--- src/logic/cvd_consts.svh ---
// constants for the condition and vector decode block
`ifndef CVD_CONSTS_SVH
`define CVD_CONSTS_SVH

`define CVD_ADDR_W        24
`define CVD_OFFS_W        6
`define CVD_DM_ADDR_W     32
`define CVD_PX_LOW_W      16
`define CVD_PX_HIGH_W     32
`define CVD_PX_W          48
`define CVD_SHAMT_W       8
`define CVD_FIELD_W       6
`define CVD_SLOT_W        5
`define CVD_VEC_W         8
`define CVD_SLOT_STEP     3

// vector slots; address is slot times eight
`define CVD_SLOT_RESET    5'h01
`define CVD_SLOT_STACK    5'h03
`define CVD_SLOT_TMR_HI   5'h04
`define CVD_SLOT_IRQ3     5'h05
`define CVD_SLOT_CB7      5'h0B
`define CVD_SLOT_CB15     5'h0C
`define CVD_SLOT_TMR_LO   5'h0E
`define CVD_SLOT_FIX_OVF  5'h0F
`define CVD_SLOT_FLT_OVF  5'h10
`define CVD_SLOT_FLT_UNF  5'h11
`define CVD_SLOT_FLT_INV  5'h12

`define CVD_RESET_VECTOR  8'h08

`endif

--- src/logic/cvd_pkg.sv ---
// types shared by the condition and vector decode block
package cvd_pkg;

  // condition and termination codes, pairs of test and negation
  typedef enum logic [4:0] {
    CVD_EQ, CVD_NE, CVD_GE, CVD_LT, CVD_LE, CVD_GT,
    CVD_AC, CVD_NOT_AC, CVD_AV, CVD_NOT_AV, CVD_MV, CVD_NOT_MV,
    CVD_MS, CVD_NOT_MS, CVD_SV, CVD_NOT_SV, CVD_SZ, CVD_NOT_SZ,
    CVD_FLAG0, CVD_NOT_FLAG0, CVD_FLAG1, CVD_NOT_FLAG1,
    CVD_FLAG2, CVD_NOT_FLAG2, CVD_FLAG3, CVD_NOT_FLAG3,
    CVD_TF, CVD_NOT_TF, CVD_LCE, CVD_NOT_LCE, CVD_FOREVER, CVD_TRUE
  } cvd_cond_t;

endpackage

--- src/logic/cvd_cond_eval.sv ---
// combinational evaluator of one condition or termination code
`timescale 1ns/10ps

module cvd_cond_eval
(
  input  cvd_pkg::cvd_cond_t code,
  input  wire logic          alu_zero,
  input  wire logic          alu_neg,
  input  wire logic          alu_carry,
  input  wire logic          alu_ovf,
  input  wire logic          mul_ovf,
  input  wire logic          mul_sign,
  input  wire logic          shf_ovf,
  input  wire logic          shf_zero,
  input  wire logic [3:0]    flag_in,
  input  wire logic          bit_test_flag,
  input  wire logic          loop_count_expired,
  output logic               result
);

  always_comb
  begin
    case (code)
      // RULE_02 sign and zero tests
      cvd_pkg::CVD_EQ:        result = alu_zero;
      cvd_pkg::CVD_NE:        result = !alu_zero;
      cvd_pkg::CVD_GE:        result = !alu_neg;
      cvd_pkg::CVD_LT:        result = alu_neg;
      cvd_pkg::CVD_LE:        result = alu_neg | alu_zero;
      cvd_pkg::CVD_GT:        result = !alu_neg & !alu_zero;
      // RULE_17 status and flag tests
      cvd_pkg::CVD_AC:        result = alu_carry;
      cvd_pkg::CVD_NOT_AC:    result = !alu_carry;
      cvd_pkg::CVD_AV:        result = alu_ovf;
      cvd_pkg::CVD_NOT_AV:    result = !alu_ovf;
      cvd_pkg::CVD_MV:        result = mul_ovf;
      cvd_pkg::CVD_NOT_MV:    result = !mul_ovf;
      cvd_pkg::CVD_MS:        result = mul_sign;
      cvd_pkg::CVD_NOT_MS:    result = !mul_sign;
      cvd_pkg::CVD_SV:        result = shf_ovf;
      cvd_pkg::CVD_NOT_SV:    result = !shf_ovf;
      cvd_pkg::CVD_SZ:        result = shf_zero;
      cvd_pkg::CVD_NOT_SZ:    result = !shf_zero;
      cvd_pkg::CVD_FLAG0:     result = flag_in[0];
      cvd_pkg::CVD_NOT_FLAG0: result = !flag_in[0];
      cvd_pkg::CVD_FLAG1:     result = flag_in[1];
      cvd_pkg::CVD_NOT_FLAG1: result = !flag_in[1];
      cvd_pkg::CVD_FLAG2:     result = flag_in[2];
      cvd_pkg::CVD_NOT_FLAG2: result = !flag_in[2];
      cvd_pkg::CVD_FLAG3:     result = flag_in[3];
      cvd_pkg::CVD_NOT_FLAG3: result = !flag_in[3];
      cvd_pkg::CVD_TF:        result = bit_test_flag;
      cvd_pkg::CVD_NOT_TF:    result = !bit_test_flag;
      // RULE_03 loop count expiry
      cvd_pkg::CVD_LCE:       result = loop_count_expired;
      cvd_pkg::CVD_NOT_LCE:   result = !loop_count_expired;
      // RULE_04 constant codes
      cvd_pkg::CVD_FOREVER:   result = 1'b0;
      cvd_pkg::CVD_TRUE:      result = 1'b1;
      default:                result = 1'b0;
    endcase
  end

endmodule // cvd_cond_eval

--- src/logic/cvd_decoder.sv ---
// condition, branch, operand and vector decode of the dsp core
`timescale 1ns/10ps
`include "cvd_consts.svh"

// Function
// RULE_01: a conditional instruction does nothing at all unless its condition is true; px, address copy, shifter and multifunction writes ignore it.
// RULE_02: eq, ne, ge, lt, le and gt come from the last alu result compared with zero.
// RULE_03: lce ends a counted loop on expiry and not lce is true while the count remains.
// RULE_04: forever is always false and true is always true.
// RULE_05: loop abort pops loop and pc stacks on a taken branch; delayed branch lets fetched work finish.
// RULE_06: jump and call take a 24-bit absolute target or a signed 6-bit offset from the branch pc.
// RULE_07: multifunction multiplier reads r0-3 and r4-7, alu reads r8-11 and r12-15.
// RULE_08: fixed multifunction multiply is signed fractional, rounded to a register, unrounded to mrf.
// RULE_09: field deposit and extract decode 6-bit position and length, other shifts an 8-bit amount.
// RULE_10: the 48-bit bus exchange register joins a 16-bit and a 32-bit half, each addressable.
// RULE_11: last data and program address copies are read-only, as are the pc, fetch and decode addresses.
// RULE_12: status or loop stack overflow or full pc stack vectors to 0x18.
// RULE_13: timer reaching zero vectors to 0x20 on high priority or 0x70 on low priority.
// RULE_14: circular buffer 7 overflow vectors to 0x58 and buffer 15 overflow to 0x60.
// RULE_15: fetching starts at 8 after reset release and reset cannot be masked.
// RULE_16: exceptions vector at 0x78, 0x80, 0x88, 0x90 and irq 3 to 0 sit between timer and reserved.
// RULE_17: flags, bit test, alu carry and overflow, multiplier and shifter status are testable.
module cvd_decoder
#(
  parameter int ADDR_W = `CVD_ADDR_W,
  parameter int OFFS_W = `CVD_OFFS_W
)
(
  input  wire logic                      mclk,
  input  wire logic                      srst,
  input  wire logic                      instr_valid,
  input  wire logic                      cond_present,
  input  cvd_pkg::cvd_cond_t             cond_code,
  input  wire logic                      loop_end_check,
  input  wire logic                      alu_zero,
  input  wire logic                      alu_neg,
  input  wire logic                      alu_carry,
  input  wire logic                      alu_ovf,
  input  wire logic                      mul_ovf,
  input  wire logic                      mul_sign,
  input  wire logic                      shf_ovf,
  input  wire logic                      shf_zero,
  input  wire logic                      bit_test_flag,
  input  wire logic                      loop_count_expired,
  input  wire logic [3:0]                flag_pin,
  input  wire logic                      br_valid,
  input  wire logic                      br_relative,
  input  wire logic [ADDR_W-1:0]         br_abs_addr,
  input  wire logic [OFFS_W-1:0]         br_offset,
  input  wire logic [ADDR_W-1:0]         br_pc,
  input  wire logic                      loop_abort_option,
  input  wire logic                      delayed_branch_option,
  input  wire logic                      mf_valid,
  input  wire logic                      mf_fixed,
  input  wire logic                      mf_to_mrf,
  input  wire logic [1:0]                mf_mx_sel,
  input  wire logic [1:0]                mf_my_sel,
  input  wire logic [1:0]                mf_ax_sel,
  input  wire logic [1:0]                mf_ay_sel,
  input  wire logic                      shf_imm_valid,
  input  wire logic                      shf_field_op,
  input  wire logic [11:0]               shf_imm,
  input  wire logic                      px_wr_low,
  input  wire logic                      px_wr_high,
  input  wire logic                      px_wr_comb,
  input  wire logic [`CVD_PX_W-1:0]      px_wdata,
  input  wire logic                      dm_access,
  input  wire logic [`CVD_DM_ADDR_W-1:0] dm_addr,
  input  wire logic                      pm_access,
  input  wire logic [ADDR_W-1:0]         pm_addr,
  input  wire logic                      stack_ovf,
  input  wire logic                      timer_zero,
  input  wire logic                      timer_high_prio,
  input  wire logic [3:0]                irq_pin_n,
  input  wire logic                      cb7_ovf,
  input  wire logic                      cb15_ovf,
  input  wire logic                      fix_ovf,
  input  wire logic                      flt_ovf,
  input  wire logic                      flt_unf,
  input  wire logic                      flt_inv,
  input  wire logic [31:0]               vector_mask,
  output logic                           exec_enable,
  output logic                           loop_terminate,
  output logic                           branch_taken,
  output logic [ADDR_W-1:0]              branch_target,
  output logic                           pop_loop_stacks,
  output logic                           pop_pc_stack,
  output logic                           branch_delayed,
  output logic [3:0]                     mul_x_reg,
  output logic [3:0]                     mul_y_reg,
  output logic [3:0]                     alu_x_reg,
  output logic [3:0]                     alu_y_reg,
  output logic                           signed_fractional_format,
  output logic                           signed_fractional_rounded_format,
  output logic [`CVD_FIELD_W-1:0]        shf_bit_pos,
  output logic [`CVD_FIELD_W-1:0]        shf_length,
  output logic [`CVD_SHAMT_W-1:0]        shf_amount,
  output logic [`CVD_PX_LOW_W-1:0]       bus_exchange_low,
  output logic [`CVD_PX_HIGH_W-1:0]      bus_exchange_high,
  output logic [`CVD_PX_W-1:0]           bus_exchange_combined,
  output logic [`CVD_DM_ADDR_W-1:0]      last_data_address_copy,
  output logic [ADDR_W-1:0]              last_program_address_copy,
  output logic                           vector_valid,
  output logic [`CVD_VEC_W-1:0]          vector_addr
);

  ////////////////////////////////////////////////////////////////////////////////
  // elaboration checks

  generate
    if (ADDR_W < `CVD_VEC_W || OFFS_W < 2 || OFFS_W > ADDR_W)
    begin : g_bad_width
      $error("cvd_decoder: address or offset width unusable");
    end
  endgenerate

  ////////////////////////////////////////////////////////////////////////////////
  // state

  typedef struct packed {
    logic [3:0]                flag_meta;
    logic [3:0]                flag_sync;
    logic [3:0]                irq_meta;
    logic [3:0]                irq_sync_n;
    logic                      reset_pending;
    logic                      exec_enable;
    logic                      loop_terminate;
    logic                      branch_taken;
    logic [ADDR_W-1:0]         branch_target;
    logic                      pop_loop_stacks;
    logic                      pop_pc_stack;
    logic                      branch_delayed;
    logic [3:0]                mul_x_reg;
    logic [3:0]                mul_y_reg;
    logic [3:0]                alu_x_reg;
    logic [3:0]                alu_y_reg;
    logic                      sfrac;
    logic                      sfrac_rnd;
    logic [`CVD_FIELD_W-1:0]   bit_pos;
    logic [`CVD_FIELD_W-1:0]   length;
    logic [`CVD_SHAMT_W-1:0]   amount;
    logic [`CVD_PX_LOW_W-1:0]  px_low;
    logic [`CVD_PX_HIGH_W-1:0] px_high;
    logic [`CVD_DM_ADDR_W-1:0] dm_copy;
    logic [ADDR_W-1:0]         pm_copy;
    logic                      vec_valid;
    logic [`CVD_VEC_W-1:0]     vec_addr;
  } cvd_state_t;

  cvd_state_t st;
  cvd_state_t next_st;
  logic       cond_ok;
  logic [31:0] vec_req;

  function automatic logic [ADDR_W-1:0] cvd_sext(input logic [OFFS_W-1:0] v);
    cvd_sext = {{(ADDR_W-OFFS_W){v[OFFS_W-1]}}, v};
  endfunction

  ////////////////////////////////////////////////////////////////////////////////
  // condition evaluation

  // flags come from pins, so only the synchronised copy is tested
  cvd_cond_eval u_cond
  (
    .code               (cond_code),
    .alu_zero           (alu_zero),
    .alu_neg            (alu_neg),
    .alu_carry          (alu_carry),
    .alu_ovf            (alu_ovf),
    .mul_ovf            (mul_ovf),
    .mul_sign           (mul_sign),
    .shf_ovf            (shf_ovf),
    .shf_zero           (shf_zero),
    .flag_in            (st.flag_sync),
    .bit_test_flag      (bit_test_flag),
    .loop_count_expired (loop_count_expired),
    .result             (cond_ok)
  );

  ////////////////////////////////////////////////////////////////////////////////
  // vector requests, index is slot number

  always_comb
  begin
    vec_req = 32'h0000_0000;
    // RULE_12 stack fault
    vec_req[`CVD_SLOT_STACK]   = stack_ovf;
    // RULE_13 timer priority choice
    vec_req[`CVD_SLOT_TMR_HI]  = timer_zero & timer_high_prio;
    vec_req[`CVD_SLOT_TMR_LO]  = timer_zero & !timer_high_prio;
    // RULE_16 irq slots
    for (int i = 0; i < 4; i++)
    begin
      vec_req[`CVD_SLOT_IRQ3 + 5'(i)] = !st.irq_sync_n[3-i];
    end
    // RULE_14 circular buffers
    vec_req[`CVD_SLOT_CB7]     = cb7_ovf;
    vec_req[`CVD_SLOT_CB15]    = cb15_ovf;
    // RULE_16 arithmetic exceptions
    vec_req[`CVD_SLOT_FIX_OVF] = fix_ovf;
    vec_req[`CVD_SLOT_FLT_OVF] = flt_ovf;
    vec_req[`CVD_SLOT_FLT_UNF] = flt_unf;
    vec_req[`CVD_SLOT_FLT_INV] = flt_inv;
    vec_req = vec_req & vector_mask;
  end

  ////////////////////////////////////////////////////////////////////////////////
  // next state

  always_comb
  begin
    next_st = st;
    next_st.flag_meta  = flag_pin;
    next_st.flag_sync  = st.flag_meta;
    next_st.irq_meta   = irq_pin_n;
    next_st.irq_sync_n = st.irq_meta;
    next_st.reset_pending = 1'b0;

    // RULE_01 suppress on false
    next_st.exec_enable    = instr_valid & (!cond_present | cond_ok);
    // RULE_03 loop end test
    next_st.loop_terminate = loop_end_check & cond_ok;

    next_st.branch_taken = br_valid & (!cond_present | cond_ok);
    // RULE_06 absolute or relative
    next_st.branch_target = br_relative ? ADDR_W'(br_pc + cvd_sext(br_offset)) : br_abs_addr;
    // RULE_05 abort and delay
    next_st.pop_loop_stacks = next_st.branch_taken & loop_abort_option;
    next_st.pop_pc_stack    = next_st.branch_taken & loop_abort_option;
    next_st.branch_delayed  = next_st.branch_taken & delayed_branch_option;

    // RULE_07 operand quadrants
    next_st.mul_x_reg = {2'h0, mf_mx_sel};
    next_st.mul_y_reg = {2'h1, mf_my_sel};
    next_st.alu_x_reg = {2'h2, mf_ax_sel};
    next_st.alu_y_reg = {2'h3, mf_ay_sel};
    // RULE_08 rounding by destination
    next_st.sfrac     = mf_valid & mf_fixed;
    next_st.sfrac_rnd = mf_valid & mf_fixed & !mf_to_mrf;

    // RULE_09 immediate fields
    if (shf_imm_valid)
    begin
      next_st.bit_pos = shf_field_op ? shf_imm[5:0] : 6'h00;
      next_st.length  = shf_field_op ? shf_imm[11:6] : 6'h00;
      next_st.amount  = shf_field_op ? 8'h00 : shf_imm[7:0];
    end

    // RULE_10 halves and whole
    if (px_wr_comb)
    begin
      next_st.px_low  = px_wdata[`CVD_PX_LOW_W-1:0];
      next_st.px_high = px_wdata[`CVD_PX_W-1:`CVD_PX_LOW_W];
    end
    else
    begin
      if (px_wr_low)
        next_st.px_low  = px_wdata[`CVD_PX_LOW_W-1:0];
      if (px_wr_high)
        next_st.px_high = px_wdata[`CVD_PX_HIGH_W-1:0];
    end

    // RULE_11 only accesses update the copies; there is no write path
    if (dm_access)
      next_st.dm_copy = dm_addr;
    if (pm_access)
      next_st.pm_copy = pm_addr;

    // lowest slot wins, matching the fixed priority of the vector table
    next_st.vec_valid = |vec_req;
    next_st.vec_addr  = 8'h00;
    for (int s = 31; s >= 0; s--)
    begin
      if (vec_req[s])
        next_st.vec_addr = 8'(s << `CVD_SLOT_STEP);
    end
    // RULE_15 reset vector unmasked
    if (st.reset_pending)
    begin
      next_st.vec_valid = 1'b1;
      next_st.vec_addr  = `CVD_RESET_VECTOR;
    end
  end

  always_ff @(posedge mclk)
  begin
    if (srst)
    begin
      st               <= '0;
      st.irq_meta      <= 4'hF;
      st.irq_sync_n    <= 4'hF;
      st.reset_pending <= 1'b1;
    end
    else
    begin
      st <= next_st;
    end
  end

  ////////////////////////////////////////////////////////////////////////////////
  // outputs

  assign exec_enable                      = st.exec_enable;
  assign loop_terminate                   = st.loop_terminate;
  assign branch_taken                     = st.branch_taken;
  assign branch_target                    = st.branch_target;
  assign pop_loop_stacks                  = st.pop_loop_stacks;
  assign pop_pc_stack                     = st.pop_pc_stack;
  assign branch_delayed                   = st.branch_delayed;
  assign mul_x_reg                        = st.mul_x_reg;
  assign mul_y_reg                        = st.mul_y_reg;
  assign alu_x_reg                        = st.alu_x_reg;
  assign alu_y_reg                        = st.alu_y_reg;
  assign signed_fractional_format         = st.sfrac;
  assign signed_fractional_rounded_format = st.sfrac_rnd;
  assign shf_bit_pos                      = st.bit_pos;
  assign shf_length                       = st.length;
  assign shf_amount                       = st.amount;
  assign bus_exchange_low                 = st.px_low;
  assign bus_exchange_high                = st.px_high;
  assign bus_exchange_combined            = {st.px_high, st.px_low};
  assign last_data_address_copy           = st.dm_copy;
  assign last_program_address_copy        = st.pm_copy;
  assign vector_valid                     = st.vec_valid;
  assign vector_addr                      = st.vec_addr;

endmodule // cvd_decoder

--- config.mk ---
export PLATFORM = sky130hd
export DESIGN_NAME = cvd_decoder
export DESIGN_NICKNAME = d
export VERILOG_FILES = /design/src/logic/cvd_pkg.sv /design/src/logic/cvd_cond_eval.sv /design/src/logic/cvd_decoder.sv
export VERILOG_INCLUDE_DIRS = /design/src /design/src/logic
export SDC_FILE = /design/constraint.sdc
export NUM_CORES = 1
export LEC_CHECK = 0
export BUFFER_PORTS_ARGS = -buffer_cell sky130_fd_sc_hd__buf_2
export CAP_MARGIN = 0
export CORE_AREA = 4 4 189 191
export DETAILED_ROUTE_END_ITERATION = 7
export DIE_AREA = 0 0 193 195
export GPL_TIMING_DRIVEN = 0
export PLACE_DENSITY = 0.69
export SYNTH_ARGS = -nofsm -noshare
export SYNTH_HDL_FRONTEND = slang
export SYNTH_SLANG_ARGS = --single-unit
--- constraint.sdc ---
create_clock -name mclk -period 2.4 [get_ports mclk]
set_input_delay 0.36 -clock mclk [delete_from_list [all_inputs] [get_ports mclk]]
set_output_delay 0.36 -clock mclk [all_outputs]
set_load 0.02 [all_outputs]
==> results of run 1 <==
-- worst reg2reg max path: stages (launching register included) --
cell,delay [ps]
dfxtp_1,330
mux2i_1,130
o21ai_1,80
mux4_2,460
nor2_1,140
a22o_2,170
a311oi_2,120
and2_1,190
-- worst max-delay path by stage --
| stage | endpoint | start |
|---|---|---|
| after floorplan | branch_target[14]$_SDFF_PP0_ | br_offset[0] |
| after global placement | branch_target[18]$_SDFF_PP0_ | br_offset[5] |
| after detailed placement | branch_target[18]$_SDFF_PP0_ | br_offset[5] |
| after CTS | branch_target[22]$_SDFF_PP0_ | br_offset[5] |
| after global routing | branch_target[14]$_SDFF_PP0_ | br_pc[0] |
| final | branch_target[14]$_SDFF_PP0_ | br_offset[0] |
-- Yosys cell counts (14+ instances only) --
cell / instances / area (sq um)
buf_4: 221 / 1659
dfxtp_1: 187 / 3744
nor2_1: 175 / 656.9
mux2i_1: 102 / 1021
a21oi_1: 91 / 455.4
nand2_1: 69 / 259.0
nor2b_1: 40 / 250.2
clkbuf_1: 31 / 116.4
ha_1: 23 / 287.8
buf_1: 17 / 63.81
inv_1: 15 / 56.30
o21ai_0: 14 / 70.07
-- final cells by class --
cell class	count	area [sq um]
antenna	5	12.51
multi-input combinational	684	4308
sequential	187	3744
tap	455	569.3
inverter	15	56.30
timing repair buffer	458	2292
buffer	276	1899
clock buffer	19	452.9
clock inverter	13	128.9
fill	3505	20650
-- logic make-up after synthesis --
group	share of synthesized area [%]
flops	37.53
simple gates	16.18
mux	10.46
compound gates	11.53
xor+xnor	1.580
buf+inv	19.60
fa+ha+maj	3.085
other cells	0.03759
-- per-layer routing --
layer | vias up | track usage, % | routed length, um | share of wire, %
li1 | 4632 | - | - | -
met2 | 368 | 30.16 | 17340 | 52
met4 | 0 | 8.340 | 1224 | 3.6
met3 | 67 | 3.826 | 2395 | 7.1
met1 | 4331 | 18.08 | 12580 | 37
met5 | - | 0 | 0 | 0
-- power breakdown --
| group | internal, mW | switching (mW) | total (mW) | leakage, nW |
|---|---|---|---|---|
| registers | 3.30 | 0.107 | 3.41 | 1.55 |
| logic | 0.933 | 1.10 | 2.04 | 5.29 |
| clock network | 1.51 | 1.33 | 2.84 | 0.281 |
-- stage by stage --
| step | std cells | setup slack, ps | hold slack [ps] |
|---|---|---|---|
| floorplan | 1162 | 87.24 | 387.7 |
| global placement | 2075 | -364.7 | 392.9 |
| detailed placement | 2075 | -382.6 | 398.5 |
| CTS | 2107 | 65.23 | 28.79 |
| global route | 2112 | 23.73 | 36.41 |
| finish | 2112 | 136.5 | 67.08 |
==> run metrics, run 1 <==
RSZ-0062 raised after global routing=false; final-stage net count=1,924; Hold Path Origin=mf_to_mrf; DRC Markers=0; leading cell type in the layout, fill and taps excluded=buf_2; Port Buf Inserts=458; Via density=4.450; DIE WIDTH=193 um; Yosys cell types=73; HPWL after DPL=27,520 um; Critical R2R Capture=branch_delayed$_SDFF_PP0_; max incr delay on CP=410 ps; Tcrit/Tclk final=94.31%; I/O Pins=490; max-slew violation count=0; post-CTS resize count=0; peak supply drop=0.4774 mV; die height=195 um; gpl congestion=0.9081; Placed Area=12,860 sq um; Post-Route WL=33,540 um; DIE AREA=37,640 sq um; largest net degree at the start of global routing=20; critical path depth=11; hold depth=2; post-CTS setup buffers=0; row count=68; depth of the CTS H-tree=4; all-layer global routing usage=16.68%; commonest non-fill, non-tap cells in the layout=461 x buf_2, 221 x buf_4, 187 x dfxtp_1, 175 x nor2_1, 102 x mux2i_1; worst hold endpoint=signed_fractional_rounded_format$_SDFF_PP0_; final instance area=13,460 sq um; Post-synth EDFFs=0; Final Power=8.286 mW; Fin. Hold Viols=0; clock skew=8.881 ps; slew margin rel.=43.90%; layout cells sized above 1=45.16%; worst path arrival time=2610 ps; CTS buffer count=17; pwr dens=615.5 nW/um^2; maxcap violations=0; Synth Flop Type=dfxtp_1; first-pass GRT wire length=48,780 um; cell area after synthesis=9976 sq um; #FFs+latches synth=187; P&R area growth vs syn=34.96%; Top delay family on crit path=simple AND/OR/NAND/NOR gates; Min-Delay Path Class=in -> reg; Worst R2R Start=st[191]$_SDFF_PP0_; Leak Pwr=7.117 nW; initial DRC count=310; Clock Sinks=187; critical path, cell by cell=buf_2 > ha_1 > inv_1 > fa_1 > nor2b_1 > o2111ai_1 > a21oi_2 > o21ai_1 > and2_1 > or4_1 > o311ai_1; fmax=441.8 MHz; Req. time, crit path=2740 ps; clock buffer depth=2; Worst-Margin Slew=841.5 ps; total number of yosys warnings=0; Synth async-reset ratio=0%; Tmin final=2263 ps; crit path kind=in -> reg; post-route setup TNS=0 ps; syn_area_per_cell=8.630 sq um; length in cells of the worst reg-to-reg path=7; worst skew pair latency=450 ps; wire length per cell=15.88 um; Synth Instances=1,156; crit end category=flip-flop; nature of the critical path startpoint=input port; sequential area share after synthesis=37.53%; CTS Hold Buffers Added=0; Critical Path Fanout Max=4; CP max stage cell=or4_1; core region area=34,120 sq um; CTS clk-pin slew, worst paths=80 ps; gr ovfl total=0; Routed Antenna Nets=0; Root Buffer Master=clkbuf_16; initial antenna violation count=5; outcome=complete, no violations; drt pass-1 iters=5; final setup fails=0; TritonCTS clock tree=yes; Initial Util=29.24%; setup slack, reg-to-reg=690 ps; Crit path buffers/inverters=2; Vias=9,398; vias in the first global route=9,128; utilization after layout=39.46%
Note: power is estimated with default switching activity, not from simulation.
==> run 2, diff against run 1 <==
Settings changed: ABC_AREA from default to 1, CORE_AREA 4 4 189 191 to 4 4 234 122, DIE_AREA 0 0 193 195 to 0 0 238 126, PLACE_DENSITY 0.69 to 0.84.
==> run metrics, run 2 <==
outcome=complete, no violations; count leader, synth=nand2_1; final setup fails=0 (unchanged); Min-Delay Path Class=in -> reg; worst skew pair latency=450 ps (about the same); P&R area growth vs syn=32.15%; #FFs+latches synth=187 (unchanged); initial DRC count=878 (+180%); Post-Route WL=39,080 um (+17%); Tmin final=1927 ps (-336.4 ps); Via density=4.640 (+4.3%); largest net degree at the start of global routing=20 (unchanged); Yosys cell types=38 (-48%); sequential area share after synthesis=35.76% (-1.8 points); DIE WIDTH=238 um (+23%); nature of the critical path startpoint=input port; setup slack, reg-to-reg=1160 ps (+470 ps); commonest non-fill, non-tap cells in the layout=465 x buf_2, 282 x nand2_1, 222 x buf_4, 211 x nor2_1, 192 x inv_1; die height=126 um (-35%); all-layer global routing usage=24.61% (+7.9 points); gr ovfl total=0 (unchanged); Critical R2R Capture=branch_taken$_SDFF_PP0_; Routed Antenna Nets=0 (unchanged); Post-synth EDFFs=0 (unchanged); Hold Path Origin=irq_pin_n[3]; total number of yosys warnings=0 (unchanged); clock buffer depth=2 (unchanged); Synth async-reset ratio=0% (unchanged); pre-CTS setup slack=53.12 ps (+435.7 ps); Critical Path Fanout Max=4 (unchanged); row count=42 (-38%); CTS Hold Buffers Added=0 (unchanged); Hold Slack=96.74 ps (+29.65 ps); Synth area leaders=dfxtp_1 36%, buf_4 16%, nand2_1 10%, nor2_1 7.6%, inv_1 6.9%; length in cells of the worst reg-to-reg path=11 (+4); Leak Pwr=8.105 nW (+14%); Tcrit/Tclk final=80.30% (-14 points); post-CTS setup buffers=0 (unchanged); Synth area leader=dfxtp_1; cell area after synthesis=10,470 sq um (+4.9%); Placed Area=13,230 sq um (+2.9%); vias in the first global route=10,320 (+13%); Port Buf Inserts=459 (+0.22%); crit end category=flip-flop; layout cells sized above 1=37.41% (-7.8 points); drt pass-1 iters=5 (unchanged); DRC Markers=0 (unchanged); Initial Util=39.92% (+11 points); CTS buffer count=17 (unchanged); DIE AREA=29,990 sq um (-20%); final-stage net count=2,293 (+19%); clock skew=6.819 ps (-2.063 ps); crit path kind=in -> reg; Vias=11,050 (+18%); HPWL after DPL=32,140 um (+17%); peak supply drop=0.5038 mV (+5.5%); max-slew violation count=0 (unchanged); syn_area_per_cell=6.868 sq um (-20%); wire length per cell=16.41 um (+3.3%); slew margin rel.=47.75% (+3.9 points); RSZ-0062 raised after global routing=false; Yosys top cell area share=35.76% (-1.8 points); Worst-Margin Slew=783.7 ps (-57.82 ps); DP Cell Count=2,341 (+13%); Root Buffer Master=clkbuf_16; fmax=518.9 MHz (+17%); I/O Pins=490 (unchanged); leading cell type in the layout, fill and taps excluded=buf_2; post-route setup TNS=0 ps (unchanged); pwr dens=608.5 nW/um^2 (-1.1%); final setup margin=472.9 ps (+336.4 ps); post-CTS resize count=0 (unchanged); worst hold endpoint=next_st[185]$_SDFF_PP1_; Final Power=8.418 mW (+1.6%); TritonCTS clock tree=yes; gpl congestion=0.9709 (+6.9%); utilization after layout=52.75% (+13 points); core region area=26,220 sq um (-23%); Clock Sinks=187 (unchanged); worst path arrival time=2270 ps (-340 ps); Synth Flop Type=dfxtp_1; initial antenna violation count=9 (+4); Req. time, crit path=2740 ps (about the same); synth cell count leaders=282 x nand2_1, 222 x buf_4, 211 x nor2_1, 192 x inv_1, 187 x dfxtp_1; first-pass GRT wire length=57,230 um (+17%); CTS clk-pin slew, worst paths=70 ps (about the same); maxcap violations=0 (unchanged); depth of the CTS H-tree=4 (unchanged); Synth Instances=1,524 (+32%); final instance area=13,830 sq um (+2.8%); Post-Layout Cell Count=2,382 (+13%); Fin. Hold Viols=0 (unchanged); hold depth=2 (unchanged); Worst R2R Start=st[190]$_SDFF_PP0_
==> run 2: logic make-up after synthesis <==
family / synth area share, %
fa+ha+maj: 2.941
simple gates: 24.68
flops: 35.76
other cells: 0.03583
buf+inv: 24.96
xor+xnor: 1.004
compound gates: 10.61
==> run 2: critical path: stages <==
cell and delay [ps]:
buf_2 80, ha_1 290, inv_1 100, fa_1 420, inv_1 110, nand3_1 70
nand3_1 170, nand2_1 70, nand2_1 130, nand3_1 90, nand2_1 120, nor2_1 50
o21ai_0 160, inv_1 50
==> run 2: routing by layer <==
metal / GRT usage (%) / vias to the layer above / part of all wire (%)
met3: 4.456 / 83 / 6.0
met1: 31.33 / 5075 / 42
met4: 10.88 / 2 / 3.3
met2: 41.09 / 400 / 49
met5: 0 / - / 0.033
li1: - / 5493 / -
==> run 2: worst max path at each step <==
stage / depth (start not counted) / end / start / slack, ps
after floorplan: 13 / branch_target[16]$_SDFF_PP0_ / br_offset[0] / 580
after global placement: 12 / branch_target[14]$_SDFF_PP0_ / br_offset[0] / 120
after detailed placement: 14 / branch_target[16]$_SDFF_PP0_ / br_offset[0] / 50
after CTS: 14 / branch_target[16]$_SDFF_PP0_ / br_offset[0] / 530
after global routing: 14 / branch_target[16]$_SDFF_PP0_ / br_offset[0] / 320
final: 14 / branch_target[16]$_SDFF_PP0_ / br_offset[0] / 470
==> run 2: final cells by class <==
class                           count  area (sq um)
Fill cell                        2576         12390
Multi-Input combinational cell    873          4134
Sequential cell                   187          3744
Timing Repair Buffer              459          2297
Buffer                            273          1873
Inverter                          197         739.5
Clock buffer                       21         470.5
Tap cell                          352         440.4
Clock inverter                     11         112.6
Antenna cell                        9         22.52
==> run 2: power by group <==
| group | switching [mW] | internal [mW] |
|---|---|---|
| sequential | 0.123 | 3.31 |
| combinational | 1.24 | 0.897 |
| clock | 1.32 | 1.53 |
| total | 2.69 | 5.73 |
==> run 3, diff against run 2 <==
Clock period 2.4 ns to 1.73 ns, I/O delays scaled along.
==> run metrics, run 3 (same netlist as run 2, synthesis figures left out) <==
final-stage net count=2,307 (+0.61%); Worst Setup SP=br_offset[0]; Req. time, crit path=2130 ps (-610 ps); Final Power=11.73 mW (+39%); Clock Sinks=187 (unchanged); switching power=3.733 mW (+39%); Root Buffer Master=clkbuf_16; crit path kind=in -> reg; Min-Delay Path Class=in -> reg; pwr dens=833.4 nW/um^2 (+37%); core region area=26,220 sq um (unchanged); CTS buffer count=17 (unchanged); worst skew pair latency=450 ps (about the same); Port Buf Inserts=459 (unchanged); P_int=8.002 mW (+40%); Post-Route WL=39,440 um (+0.92%); row count=42 (unchanged); Routed Antenna Nets=0 (unchanged); Leak Pwr=8.165 nW (+0.74%); slew margin rel.=46.08% (-1.7 points); vias in the first global route=10,440 (+1.1%); first-pass GRT wire length=57,850 um (+1.1%); Vias=11,160 (+1.0%); initial DRC count=799 (-9.0%); largest net degree at the start of global routing=20 (unchanged); leading cell type in the layout, fill and taps excluded=buf_2; CP Capture Point=branch_target[12]$_SDFF_PP0_; Fin. Hold Viols=0 (unchanged); post-route setup TNS=0 ps (unchanged); clock skew=7.113 ps (+0.2940 ps); setup slack, reg-to-reg=480 ps (-680 ps); outcome=complete, no violations; clock share of power=33.5% (-0.3 points); layout cells sized above 1=37.84% (+0.43 points); length in cells of the worst reg-to-reg path=11 (unchanged); DIE WIDTH=238 um (unchanged); CTS clk-pin slew, worst paths=70 ps (about the same); maxcap violations=0 (unchanged); crit end category=flip-flop; I/O Pins=490 (unchanged); DIE AREA=29,990 sq um (unchanged); drt pass-1 iters=5 (unchanged); depth of the CTS H-tree=4 (unchanged); Initial Util=39.92% (unchanged); Tcrit/Tclk final=93.99%; DRC Markers=0 (unchanged); peak supply drop=0.6977 mV (+38%); nature of the critical path startpoint=input port; Worst R2R Start=st[190]$_SDFF_PP0_; die height=126 um (unchanged); worst path arrival time=2020 ps (-250 ps); fmax=615.0 MHz; post-CTS setup buffers=0 (unchanged); gr ovfl total=0 (unchanged); Worst-Margin Slew=808.7 ps (+25.05 ps); filler cell count in the final layout=2,544 (-1.2%); Via density=4.667 (+0.57%); Critical Path Fanout Max=4 (unchanged); Switching Fraction=31.81% (-0.089 points); all-layer global routing usage=24.76% (+0.15 points); utilization after layout=53.69% (+0.94 points); clock buffer depth=2 (unchanged); gpl congestion=0.9709 (unchanged); commonest non-fill, non-tap cells in the layout=464 x buf_2, 280 x nand2_1, 222 x buf_4, 211 x nor2_1, 192 x inv_1; initial antenna violation count=5 (-4); HPWL after DPL=32,140 um (unchanged); P&R area growth vs syn=34.51%; Critical R2R Capture=branch_delayed$_SDFF_PP0_; max-slew violation count=0 (unchanged); wire length per cell=16.49 um (+0.49%); combinational power share=25.9% (+0.5 points); final setup fails=0 (unchanged); TritonCTS clock tree=yes; Flop pwr share=40.6% (-0.2 points); Tmin final=1626 ps
[run 3: what timing repair did]
item	in CTS	in global routing
setup endpoints to repair	2	11
hold endpoints to repair	14	0
gates resized for setup	1	19
hold buffers	14	0
[run 3: cell type report]
type	instances	area, sq um	area share, %
Sequential cell	187	3744	26.59
Antenna cell	5	12.51	0.08886
Multi-Input combinational cell	873	4244	30.14
Clock buffer	21	470.5	3.341
Clock inverter	11	112.6	0.7998
Buffer	273	1873	13.30
Timing Repair Buffer	473	2444	17.36
Inverter	197	739.5	5.252
Tap cell	352	440.4	3.128
[run 3: power by group through the flow]
stage          logic (mW)  clock network (mW)  registers, mW
2_1_floorplan        1.93                   0           4.80
3_3_place_gp         2.90                   0           4.84
3_5_place_dp         2.94                   0           4.85
4_1_cts              2.98                4.01           4.75
5_1_grt              3.30                4.17           4.78
6_report             3.04                3.93           4.76
[run 3: worst max-delay path: stages]
cell and delay [ps]:
buf_2 100, ha_4 170, inv_1 60, fa_1 410
inv_1 110, nand3_1 110, nand3_2 130, nand2_1 60
nand2_1 120, nand2_1 90, a21o_1 160, nand3_1 120
nand2_1 60, inv_1 50
[run 3: stage by stage]
step / hold slack (ps) / std cells / setup slack (ps) / cell area (sq um)
4_1_cts: 0.03725 / 2387 / 25.85 / 13950
2_1_floorplan: 287.2 / 1530 / 11.68 / 10490
3_5_place_dp: 394.2 / 2341 / -516.4 / 13230
3_3_place_gp: 392.5 / 2341 / -452.8 / 13230
5_1_grt: 12.47 / 2392 / -9.919 / 14080
6_report: 20.95 / 2392 / 104.0 / 14080
[run 3: worst min path at each step]
| stage | from | endpoint | slack [ps] | depth (start not counted) |
|---|---|---|---|---|
| 2_1_floorplan | srst | st[181]$_DFF_P_ | 290 | 0 |
| 3_3_place_gp | next_st[184]$_SDFF_PP1_ | st[184]$_SDFF_PP1_ | 390 | 1 |
| 3_5_place_dp | next_st[184]$_SDFF_PP1_ | st[184]$_SDFF_PP1_ | 390 | 1 |
| 4_1_cts | mf_my_sel[0] | mul_y_reg[0]$_SDFF_PP0_ | 0.04 | 3 |
| 5_1_grt | mf_to_mrf | signed_fractional_rounded_format$_SDFF_PP0_ | 10 | 2 |
| 6_report | mf_my_sel[0] | mul_y_reg[0]$_SDFF_PP0_ | 20 | 3 |
[run 3: routing by layer]
layer	wire, um	GRT usage [%]
met1	16680	31.83
met2	19510	41.98
met3	2190	3.866
met5	0	0
met4	1056	9.819
